File: config.mk
export PLATFORM = sky130hd
export DESIGN_NAME = rsu_controller
export DESIGN_NICKNAME = d
export VERILOG_FILES = /design/src/inc/rsu_pkg.sv /design/src/rtl/rsu_controller.sv /design/src/rtl/rsu_sync.sv
export SDC_FILE = /design/constraint.sdc
export NUM_CORES = 1
export LEC_CHECK = 0
export BUFFER_PORTS_ARGS = -buffer_cell sky130_fd_sc_hd__buf_2
export CORE_MARGIN = 2
export CORE_UTILIZATION = 45
export DETAILED_ROUTE_END_ITERATION = 7
export SKIP_CTS_REPAIR_TIMING = 1
export SLEW_MARGIN = 0
export SYNTH_ARGS = -nofsm -noshare
export SYNTH_HDL_FRONTEND = slang
export SYNTH_SLANG_ARGS = --single-unit
File: constraint.sdc
create_clock -name pclk -period 5.5 [get_ports pclk]
set_clock_uncertainty 0.15 [all_clocks]
set_input_delay 1.1 -clock pclk [delete_from_list [all_inputs] [get_ports pclk]]
set_output_delay 1.1 -clock pclk [all_outputs]
set_load 0.01 [all_outputs]
File: src/inc/rsu_pkg.sv
// Purpose: Shared constants and types for the remote image update block.
// Assumes: pclk at 200 MHz; all fabric and pin inputs are asynchronous.
// Notes: The control word layout doubles as the update word layout.
package rsu_pkg;

	// ********************************************************************
	// Clocking and watchdog timing
	// ********************************************************************
	localparam int PCLK_HZ = 200_000_000;
	localparam int OSC_HZ = 10_000_000;
	// Cycles of pclk for one tick of the slow watchdog time base.
	localparam int OSC_DIV = PCLK_HZ / OSC_HZ;
	localparam int OSC_DIV_W = 5;
	localparam logic [OSC_DIV_W-1:0] OSC_DIV_LAST = 5'(OSC_DIV - 1);
	localparam int WD_CNT_W = 29;
	localparam int WD_LOW_ZEROS = 17;

	// ********************************************************************
	// Word layouts, positions and reset values
	// ********************************************************************
	localparam int ANF_BIT = 0;
	localparam int PAGE_LSB = 1;
	localparam int WATCHDOG_ENABLE_BIT_BIT = 25;
	localparam int WATCHDOG_TIMEOUT_FIELD_LSB = 26;
	localparam int CTRL_W = 38;
	localparam int STAT_W = 5;
	localparam int SHIFT_W = CTRL_W + STAT_W;
	localparam int PIN_W = 10;

	// Control and update word, most significant field first.
	typedef struct packed {
		logic [11:0] watchdog_timeout_field;
		logic watchdog_enable_bit;
		logic [23:0] image_page_address;
		logic application_image_flag;
	} rsu_ctrl_t;

	// Cause of the most recent reconfiguration, one bit per trigger.
	typedef struct packed {
		logic watchdog;
		logic ext_reconfig;
		logic fabric_reconfig;
		logic config_error;
		logic crc_error;
	} rsu_status_t;

	localparam rsu_ctrl_t CTRL_RESET = 38'h00_0000_0000;
	localparam rsu_status_t STATUS_RESET = 5'h00;

	// ********************************************************************
	// APB register offsets (byte addresses)
	// ********************************************************************
	localparam logic [7:0] ADDR_CTRL_LO = 8'h00;
	localparam logic [7:0] ADDR_CTRL_HI = 8'h04;
	localparam logic [7:0] ADDR_STATUS = 8'h08;
	localparam logic [7:0] ADDR_UPD_LO = 8'h0c;
	localparam logic [7:0] ADDR_UPD_HI = 8'h10;
	localparam logic [7:0] ADDR_COMMAND = 8'h14;
	localparam logic [7:0] ADDR_WD_COUNT = 8'h18;
	localparam int CMD_RECONFIG_BIT = 0;
	localparam int STAT_USER_BIT = 8;

	// Image load states.
	typedef enum logic [0:0] {
		RSU_ST_LOAD,
		RSU_ST_USER
	} rsu_state_t;

endpackage : rsu_pkg

File: src/rtl/rsu_controller.sv
// Purpose: Remote image update controller with watchdog and serial access.
// Assumes: Fabric pins and the user shift clock are asynchronous to pclk.
// Notes: The user shift clock is oversampled; keep it well below pclk/4.
//
// Contract
// - After reset the factory image at page zero loads, control word cleared.
// - Any page address value is accepted as an application start address.
// - Watchdog expiry records its cause and reloads the factory image.
// - Watchdog stays disabled whenever the factory image is loaded.
// - Each trigger writes its own cause into the status register.
// - Configuration errors load the factory image without user action.
// - A successful application load enters user mode.
// - A fabric shift register samples update, status, control and writes update.
// - Control holds page address, watchdog settings and image-type flag.
// - Capture in an application image copies control into the shift chain.
// - Only a fabric or software reconfiguration request copies the update word into control.
// - Update word changes only in factory image, via an update operation.
// - Capture in factory image copies the update word into the shift chain.
// - Status rewritten each reconfiguration and captured into the chain.
// - Watchdog counts on the 10 MHz time base; control and status update on pclk.
// - Shift and update registers advance on the user shift clock.
// - Control layout: flag bit 0, page, enable bit 25, 12 timer bits.
// - Flag high makes update read-only; flag low disables the watchdog.
// - Status is five cause bits in documented order, cleared at reset.
`timescale 1ns/1ps
module rsu_controller import rsu_pkg::*; (
	// Clock and reset.
	input wire logic pclk,
	input wire logic presetn,
	// APB slave.
	input wire logic psel,
	input wire logic penable,
	input wire logic pwrite,
	input wire logic [7:0] paddr,
	input wire logic [31:0] pwdata,
	output logic [31:0] prdata,
	output logic pready,
	output logic pslverr,
	// Fabric serial access port.
	input wire logic upgrade_user_clock,
	input wire logic upgrade_serial_in,
	input wire logic upgrade_shift_not_load,
	input wire logic upgrade_capture_not_update,
	output logic upgrade_serial_out,
	// Fabric reconfiguration and watchdog controls.
	input wire logic fabric_reconfig_request_n,
	input wire logic watchdog_restart_n,
	// Configuration pins and loader feedback.
	input wire logic config_error_line_n,
	input wire logic ext_reconfig_n,
	input wire logic crc_error,
	input wire logic image_loaded,
	// Loader commands and state.
	output logic reconfig_start,
	output logic [23:0] image_page_address,
	output logic user_mode
);

	// ********************************************************************
	// Input synchronisation and edge detection
	// ********************************************************************
	// Active-low lines rest high and all others low, so reset makes no edge.
	localparam logic [PIN_W-1:0] PIN_IDLE = 10'h0f0;
	logic [PIN_W-1:0] pins_s;
	logic [PIN_W-1:0] pins_prev_reg;
	logic s_uclk, s_sin, s_shift, s_capt, s_freq_n, s_wdrst_n;
	logic s_err_n, s_ext_n, s_crc, s_loaded;
	logic uclk_rise, freq_fall, err_fall, ext_fall, crc_rise, loaded_rise;

	rsu_sync #(
		.WIDTH(PIN_W),
		.RESET_VAL(PIN_IDLE)
	) u_sync (
		.pclk(pclk),
		.presetn(presetn),
		.d_in({image_loaded, crc_error, ext_reconfig_n,
			config_error_line_n, watchdog_restart_n,
			fabric_reconfig_request_n, upgrade_capture_not_update,
			upgrade_shift_not_load, upgrade_serial_in,
			upgrade_user_clock}),
		.q_out(pins_s)
	);

	assign {s_loaded, s_crc, s_ext_n, s_err_n, s_wdrst_n, s_freq_n,
		s_capt, s_shift, s_sin, s_uclk} = pins_s;

	// Previous synchronised levels, for edge detection only.
	always_ff @(posedge pclk or negedge presetn) begin
		if (!presetn) begin
			pins_prev_reg <= PIN_IDLE;
		end else begin
			pins_prev_reg <= pins_s;
		end
	end

	// Edges are taken after both synchroniser stages.
	assign uclk_rise = s_uclk & ~pins_prev_reg[0];
	assign freq_fall = ~s_freq_n & pins_prev_reg[4];
	assign err_fall = ~s_err_n & pins_prev_reg[6];
	assign ext_fall = ~s_ext_n & pins_prev_reg[7];
	assign crc_rise = s_crc & ~pins_prev_reg[8];
	assign loaded_rise = s_loaded & ~pins_prev_reg[9];

	// ********************************************************************
	// Slow time base
	// ********************************************************************
	logic [OSC_DIV_W-1:0] div_reg, div_next;
	logic osc_tick;

	// A one-cycle enable stands in for the slow oscillator clock.
	always_comb begin
		osc_tick = (div_reg == OSC_DIV_LAST);
		div_next = osc_tick ? '0 : div_reg + 5'(1);
	end

	always_ff @(posedge pclk or negedge presetn) begin
		if (!presetn) begin
			div_reg <= '0;
		end else begin
			div_reg <= div_next;
		end
	end

	// ********************************************************************
	// Reconfiguration state, control, status and watchdog
	// ********************************************************************
	rsu_state_t state_reg, state_next;
	rsu_ctrl_t ctrl_reg, ctrl_next;
	rsu_ctrl_t update_reg;
	rsu_status_t status_reg, status_next, cause;
	logic [WD_CNT_W-1:0] wd_cnt_reg, wd_cnt_next, wd_limit;
	logic boot_reg, boot_next;
	logic start_reg, start_next;
	logic user_reg, user_next;
	logic sw_reconfig;
	logic wd_run, wd_expire, core_req, trigger;

	// Trigger priority: pin reset, error line, CRC, watchdog, fabric.
	// A fabric request in a loading image is ignored, as there is no
	// user logic yet to have issued it meaningfully.
	always_comb begin
		wd_limit = {ctrl_reg.watchdog_timeout_field,
			{WD_LOW_ZEROS{1'b0}}};
		wd_run = (state_reg == RSU_ST_USER) &&
			ctrl_reg.application_image_flag &&
			ctrl_reg.watchdog_enable_bit;
		wd_expire = wd_run && (wd_cnt_reg >= wd_limit);
		core_req = (freq_fall || sw_reconfig) &&
			(state_reg == RSU_ST_USER);
		cause = STATUS_RESET;
		trigger = 1'b1;
		if (ext_fall) begin
			cause.ext_reconfig = 1'b1;
		end else if (err_fall) begin
			cause.config_error = 1'b1;
		end else if (crc_rise && state_reg == RSU_ST_LOAD) begin
			cause.crc_error = 1'b1;
		end else if (wd_expire) begin
			cause.watchdog = 1'b1;
		end else if (core_req) begin
			cause.fabric_reconfig = 1'b1;
		end else begin
			trigger = 1'b0;
		end
	end

	// Next state of the image loader and its registers.
	always_comb begin
		state_next = state_reg;
		ctrl_next = ctrl_reg;
		status_next = status_reg;
		boot_next = 1'b0;
		start_next = 1'b0;
		if (boot_reg) begin
			// First cycle after reset: load page zero.
			start_next = 1'b1;
			state_next = RSU_ST_LOAD;
		end else if (trigger) begin
			status_next = cause;
			if (cause.fabric_reconfig) begin
				ctrl_next = update_reg;
			end else begin
				ctrl_next = CTRL_RESET;
			end
			start_next = 1'b1;
			state_next = RSU_ST_LOAD;
		end else if (state_reg == RSU_ST_LOAD && loaded_rise) begin
			state_next = RSU_ST_USER;
		end
		user_next = (state_next == RSU_ST_USER);
	end

	// The count restarts on fabric request and whenever it may not run.
	always_comb begin
		if (!wd_run || !s_wdrst_n || trigger) begin
			wd_cnt_next = '0;
		end else if (osc_tick) begin
			wd_cnt_next = wd_cnt_reg + 29'(1);
		end else begin
			wd_cnt_next = wd_cnt_reg;
		end
	end

	always_ff @(posedge pclk or negedge presetn) begin
		if (!presetn) begin
			state_reg <= RSU_ST_LOAD;
			ctrl_reg <= CTRL_RESET;
			status_reg <= STATUS_RESET;
			wd_cnt_reg <= '0;
			boot_reg <= 1'b1;
			start_reg <= 1'b0;
			user_reg <= 1'b0;
		end else begin
			state_reg <= state_next;
			ctrl_reg <= ctrl_next;
			status_reg <= status_next;
			wd_cnt_reg <= wd_cnt_next;
			boot_reg <= boot_next;
			start_reg <= start_next;
			user_reg <= user_next;
		end
	end

	assign reconfig_start = start_reg;
	assign image_page_address = ctrl_reg.image_page_address;
	assign user_mode = user_reg;

	// ********************************************************************
	// Serial shift and update registers
	// ********************************************************************
	logic [SHIFT_W-1:0] shift_reg, shift_next;
	rsu_ctrl_t update_next;

	// All actions happen on a rising edge of the user shift clock.
	always_comb begin
		shift_next = shift_reg;
		update_next = update_reg;
		if (uclk_rise) begin
			if (s_shift) begin
				shift_next = {s_sin, shift_reg[SHIFT_W-1:1]};
			end else if (s_capt) begin
				if (ctrl_reg.application_image_flag) begin
					shift_next = {ctrl_reg, status_reg};
				end else begin
					shift_next = {update_reg, status_reg};
				end
			end else if (!ctrl_reg.application_image_flag) begin
				update_next = shift_reg[SHIFT_W-1:STAT_W];
			end
		end
	end

	always_ff @(posedge pclk or negedge presetn) begin
		if (!presetn) begin
			shift_reg <= '0;
			update_reg <= CTRL_RESET;
		end else begin
			shift_reg <= shift_next;
			update_reg <= update_next;
		end
	end

	assign upgrade_serial_out = shift_reg[0];

	// ********************************************************************
	// APB register access
	// ********************************************************************
	logic [31:0] prdata_reg, prdata_next;
	logic pready_reg, pready_next;
	logic pslverr_reg, pslverr_next;
	logic setup, access;

	// Read data is chosen in the setup cycle so that it leaves a flop.
	always_comb begin
		setup = psel && !penable;
		access = psel && penable && pready_reg;
		prdata_next = prdata_reg;
		pslverr_next = 1'b0;
		pready_next = setup;
		sw_reconfig = access && pwrite && (paddr == ADDR_COMMAND) &&
			pwdata[CMD_RECONFIG_BIT];
		if (setup) begin
			prdata_next = 32'h0000_0000;
			if (paddr == ADDR_CTRL_LO) begin
				prdata_next = ctrl_reg[31:0];
			end else if (paddr == ADDR_CTRL_HI) begin
				prdata_next = {26'h000_0000, ctrl_reg[CTRL_W-1:32]};
			end else if (paddr == ADDR_STATUS) begin
				prdata_next[STAT_W-1:0] = status_reg;
				prdata_next[STAT_USER_BIT] = user_reg;
			end else if (paddr == ADDR_UPD_LO) begin
				prdata_next = update_reg[31:0];
			end else if (paddr == ADDR_UPD_HI) begin
				prdata_next = {26'h000_0000, update_reg[CTRL_W-1:32]};
			end else if (paddr == ADDR_WD_COUNT) begin
				prdata_next = {3'h0, wd_cnt_reg};
			end else if (paddr != ADDR_COMMAND) begin
				pslverr_next = 1'b1;
			end
		end else if (psel && penable && !pready_reg) begin
			pslverr_next = pslverr_reg;
		end
		if (setup && pwrite) begin
			// Only the command register accepts writes.
			pslverr_next = (paddr != ADDR_COMMAND);
		end
	end

	always_ff @(posedge pclk or negedge presetn) begin
		if (!presetn) begin
			prdata_reg <= '0;
			pready_reg <= 1'b0;
			pslverr_reg <= 1'b0;
		end else begin
			prdata_reg <= prdata_next;
			pready_reg <= pready_next;
			pslverr_reg <= pslverr_next;
		end
	end

	assign prdata = prdata_reg;
	assign pready = pready_reg;
	assign pslverr = pslverr_reg;

endmodule : rsu_controller

File: src/rtl/rsu_sync.sv
// Purpose: Two-stage synchroniser for a vector of asynchronous inputs.
// Assumes: Bits are independent levels; no bus coherence is implied.
// Notes: The reset value lets active-low lines rest at their idle level.
`timescale 1ns/1ps
module rsu_sync #(
	parameter int WIDTH = 1,
	parameter logic [WIDTH-1:0] RESET_VAL = '0
) (
	// Clock and reset.
	input wire logic pclk,
	input wire logic presetn,
	// Asynchronous inputs and their synchronised copies.
	input wire logic [WIDTH-1:0] d_in,
	output logic [WIDTH-1:0] q_out
);

	logic [WIDTH-1:0] meta_reg;
	logic [WIDTH-1:0] sync_reg;

	// The first stage feeds only the second stage.
	always_ff @(posedge pclk or negedge presetn) begin
		if (!presetn) begin
			meta_reg <= RESET_VAL;
			sync_reg <= RESET_VAL;
		end else begin
			meta_reg <= d_in;
			sync_reg <= meta_reg;
		end
	end

	assign q_out = sync_reg;

endmodule : rsu_sync

==> results_dict.tcl <==
set metrics [dict create \
    fin_crit_ns 3.36 \
    startpoint_type "input pin" \
    synth_adder_area_share_pct 1.84 \
    start_util_pct 45.5 \
    synth_top_family_by_area "compound AO/OA/AOI/OAI gates" \
    drtIter0Drc 549 \
    fin_nets 1069 \
    synth-edff-count 0 \
    muxShareOfSynthArea_pct 8.39 \
    rsz0062_at_grt "false" \
    clock_sinks 221 \
    final_core_util_pct 51.3 \
    synthXorXnorAreaFrac_pct 2.49 \
    p_per_area_nw_per_um2 303 \
    path_buf_inv 1 \
    cts-root-buf "clkbuf_16" \
    antenna_found_initial 1 \
    regArea_sq_um 5550 \
    ant_nets 0 \
    hp-class "reg -> reg" \
    viasPerCell 5.54 \
    max-cap-violations 0 \
    p_leak_nw 5.04 \
    critPathCaptureType "flip-flop" \
    track_usage_pct 20.8 \
    yosys.area_share.simple_pct 12.6 \
    synth.avg_cell_area_sq_um 10.7 \
    yosysSeqAreaShare_pct 54.3 \
    area_delta_synth_final_pct 12.6 \
    fmax_ghz 0.297 \
    antenna_cells 0 \
    pwr-share-clk_pct 46.4 \
    p_int_mw 2.70 \
    cp_data_arrival_time_ns 3.56 \
    cp_top_family "simple AND/OR/NAND/NOR gates" \
    grt_pass1_vias 7175 \
    vias 7204 \
    synth-seq-cells 221 \
    setup-tns-final_ns 0 \
    synth_warnings 0 \
    route.final.wire_length_mm 24.4 \
    slowest_delay_ns 0.88 \
    die_area_sq_um 23900 \
    path_class "in -> reg" \
    share_seq_of_total_power_pct 48.8 \
    wl_per_cell_microns 18.8 \
    io_pins 116 \
    final_layout_size_suffix_gt1_share_pct 19.6 \
    finalHoldViolCount 0 \
    largest_reg_flops 43 \
    most-common-layout-cells "dfrtp_1 (207), nand2_1 (97), nor2_1 (89), o21ai_0 (85), buf_2 (83)" \
    synth_compound_area_share_pct 15.0 \
    syn_nets 1025 \
    dr.pass1.iters 6 \
    fp.dieW_microns 155 \
    cts_tree "done" \
    finalCritPeriodShare_pct 61.1 \
    multiInputGateArea_sq_um 4160 \
    htreeDepth 1 \
    path_max_fanout 29 \
    synthCells 955 \
    max_slew_margin_pct 29.4 \
    switchingPower_uw 781 \
    async_flop_share_pct 100 \
    synth_area_sq_um 10200 \
    clk_pin_slew_ns 0.06 \
    hpwl_mm 15.8 \
    layout_commonest_cell "dfrtp_1" \
    synthDistinctLibCells 61 \
    globalplace.congestion 0.795 \
    port_buffers 84 \
    synth-main-ff-cell "dfrtp_1" \
    grt_pass1_wl_mm 39.9 \
    slowest_stage "or4b_1" \
    cts_buffers 25 \
    crit_top_cell "or4b_1" \
    p_comb_share_pct 4.9 \
    crit_chain "buf_2 -> or4b_1 -> nor4_4 -> o21ai_2 -> nor3b_2 -> or4b_1 -> nor2_1" \
    irDropWorstVdd_v 0.000195 \
    status "finished, final reports clean" \
    cp.required_ns 5.70 \
    fillers 2060 \
    tightest_slew_ns 1.06 \
    insertion_delay_ns 0.52 \
    p_sw_share_pct 22.4 \
    grt_overflow 0 \
    drc_errors 0 \
    die_y_microns 155 \
    core-area_sq_um 22400 \
    rows 55 \
    ctsLongestPathBuffers 3 \
    slew_violations 0 \
    setup_violations 0 \
    grt_max_degree 107 \
]
==> final cells by class <==
class	count	share of cell area, %
inverter	26	0.848
timing repair buffer	98	4.76
multi-input combinational	627	36.2
sequential	221	48.2
clock inverter	6	0.729
clock buffer	37	6.18
tap	285	3.10
==> routing by layer <==
metal  track usage (%)  wire, microns  vias up
li1                  -              -     3474
met1              31.0          11800     3553
met2              32.6          11200      150
met3              2.75           1070       27
met4              4.23            312        0
met5                 0              0        -
==> power groups by stage <==
stage / Sequential (mW) / Combinational (mW) / Clock, mW
floorplan: 1.72 / 0.0875 / 0
global placement: 1.73 / 0.170 / 0
detailed placement: 1.73 / 0.171 / 0
CTS: 1.70 / 0.172 / 1.66
global route: 1.70 / 0.192 / 1.73
finish: 1.70 / 0.169 / 1.62
==> kinds of logic (layout without fill, tap and decap cells) <==
| kind of cell | count (synthesis) | count (layout) |
|---|---|---|
| simple gates | 273 | 273 |
| mux | 81 | 81 |
| compound gates | 228 | 228 |
| buf+inv | 107 | 167 |
| flops | 221 | 221 |
| fa+ha+maj | 15 | 15 |
| xor+xnor | 29 | 29 |
| other cells | 1 | 1 |
==> cells in the mapped netlist, types with 2 or more instances <==
master     number  area, sq um
buf_4          26          195
nor2_1         90          338
mux2i_1        44          440
inv_1          25         93.8
clkbuf_1       34          128
nor2b_1         5         31.3
nand3_1        13         65.1
a22o_1         39          342
nor4bb_1        2         20.0
o2bb2ai_1       5         43.8
mux2_2         37          417
nor3_1         10         50.1
or3_1           7         43.8
a221o_1         3         30.0
o21ai_0        85          425
nand4_1         9         56.3
and4_1          5         43.8
a221oi_1        7         61.3
buf_2           8         40.0
nand2b_1       10         62.6
dfrtp_1       209         5230
a21oi_1        45          225
xor2_1         10         87.6
a21o_1          2         15.0
buf_6           6         67.6
or4b_1          2         20.0
and2_1          2         12.5
nor4_1          5         31.3
a22oi_1         3         22.5
a31oi_1         4         25.0
xnor2_1        19          166
a222oi_1       22          220
o211ai_1        3         22.5
buf_1           6         22.5
ha_1           15          188
and3_1          6         37.5
dfstp_2        12          315
nand2_1        97          364
==> per-stage QoR <==
| stage | hold WS (ns) | setup WS (ns) | instances | cell area [sq um] | power (mW) |
|---|---|---|---|---|---|
| 2_1_floorplan | 0.181 | 2.37 | 955 | 10200 | 1.81 |
| 3_3_place_gp | 0.182 | 1.62 | 1257 | 10700 | 1.90 |
| 3_5_place_dp | 0.186 | 1.57 | 1257 | 10700 | 1.90 |
| 4_1_cts | 0.195 | 2.11 | 1300 | 11500 | 3.53 |
| 5_1_grt | 0.209 | 1.89 | 1300 | 11500 | 3.62 |
| 6_report | 0.193 | 2.14 | 1300 | 11500 | 3.48 |
==> final timing paths <==
path / endpoint / slack, ns / cells past startpoint / from
worst max register to register: wd_cnt_reg[19] / 2.17 / 8 / ctrl_reg[29]
worst min register to register: u_sync.q_out[8] / 0.19 / 0 / u_sync.meta_reg[8]
worst min-delay path: u_sync.q_out[8] / 0.19 / 0 / u_sync.meta_reg[8]
min in group asynchronous: shift_reg[6] / 0.47 / 1 / presetn
max in group asynchronous: wd_cnt_reg[18] / 3.77 / 2 / presetn
worst max-delay path: wd_cnt_reg[19] / 2.14 / 7 / paddr[3]
==> worst reg2reg max path, stage by stage, from the launching register on <==
cell      delay (ns)
dfrtp_1         0.39
inv_1           0.10
ha_1            0.33
nor4bb_1        0.13
and4_1          0.22
a311oi_1        0.24
nand3_1         0.34
or4b_1          1.06
nor2_1          0.27
No activity file was read; power rests on OpenSTA's default activity.
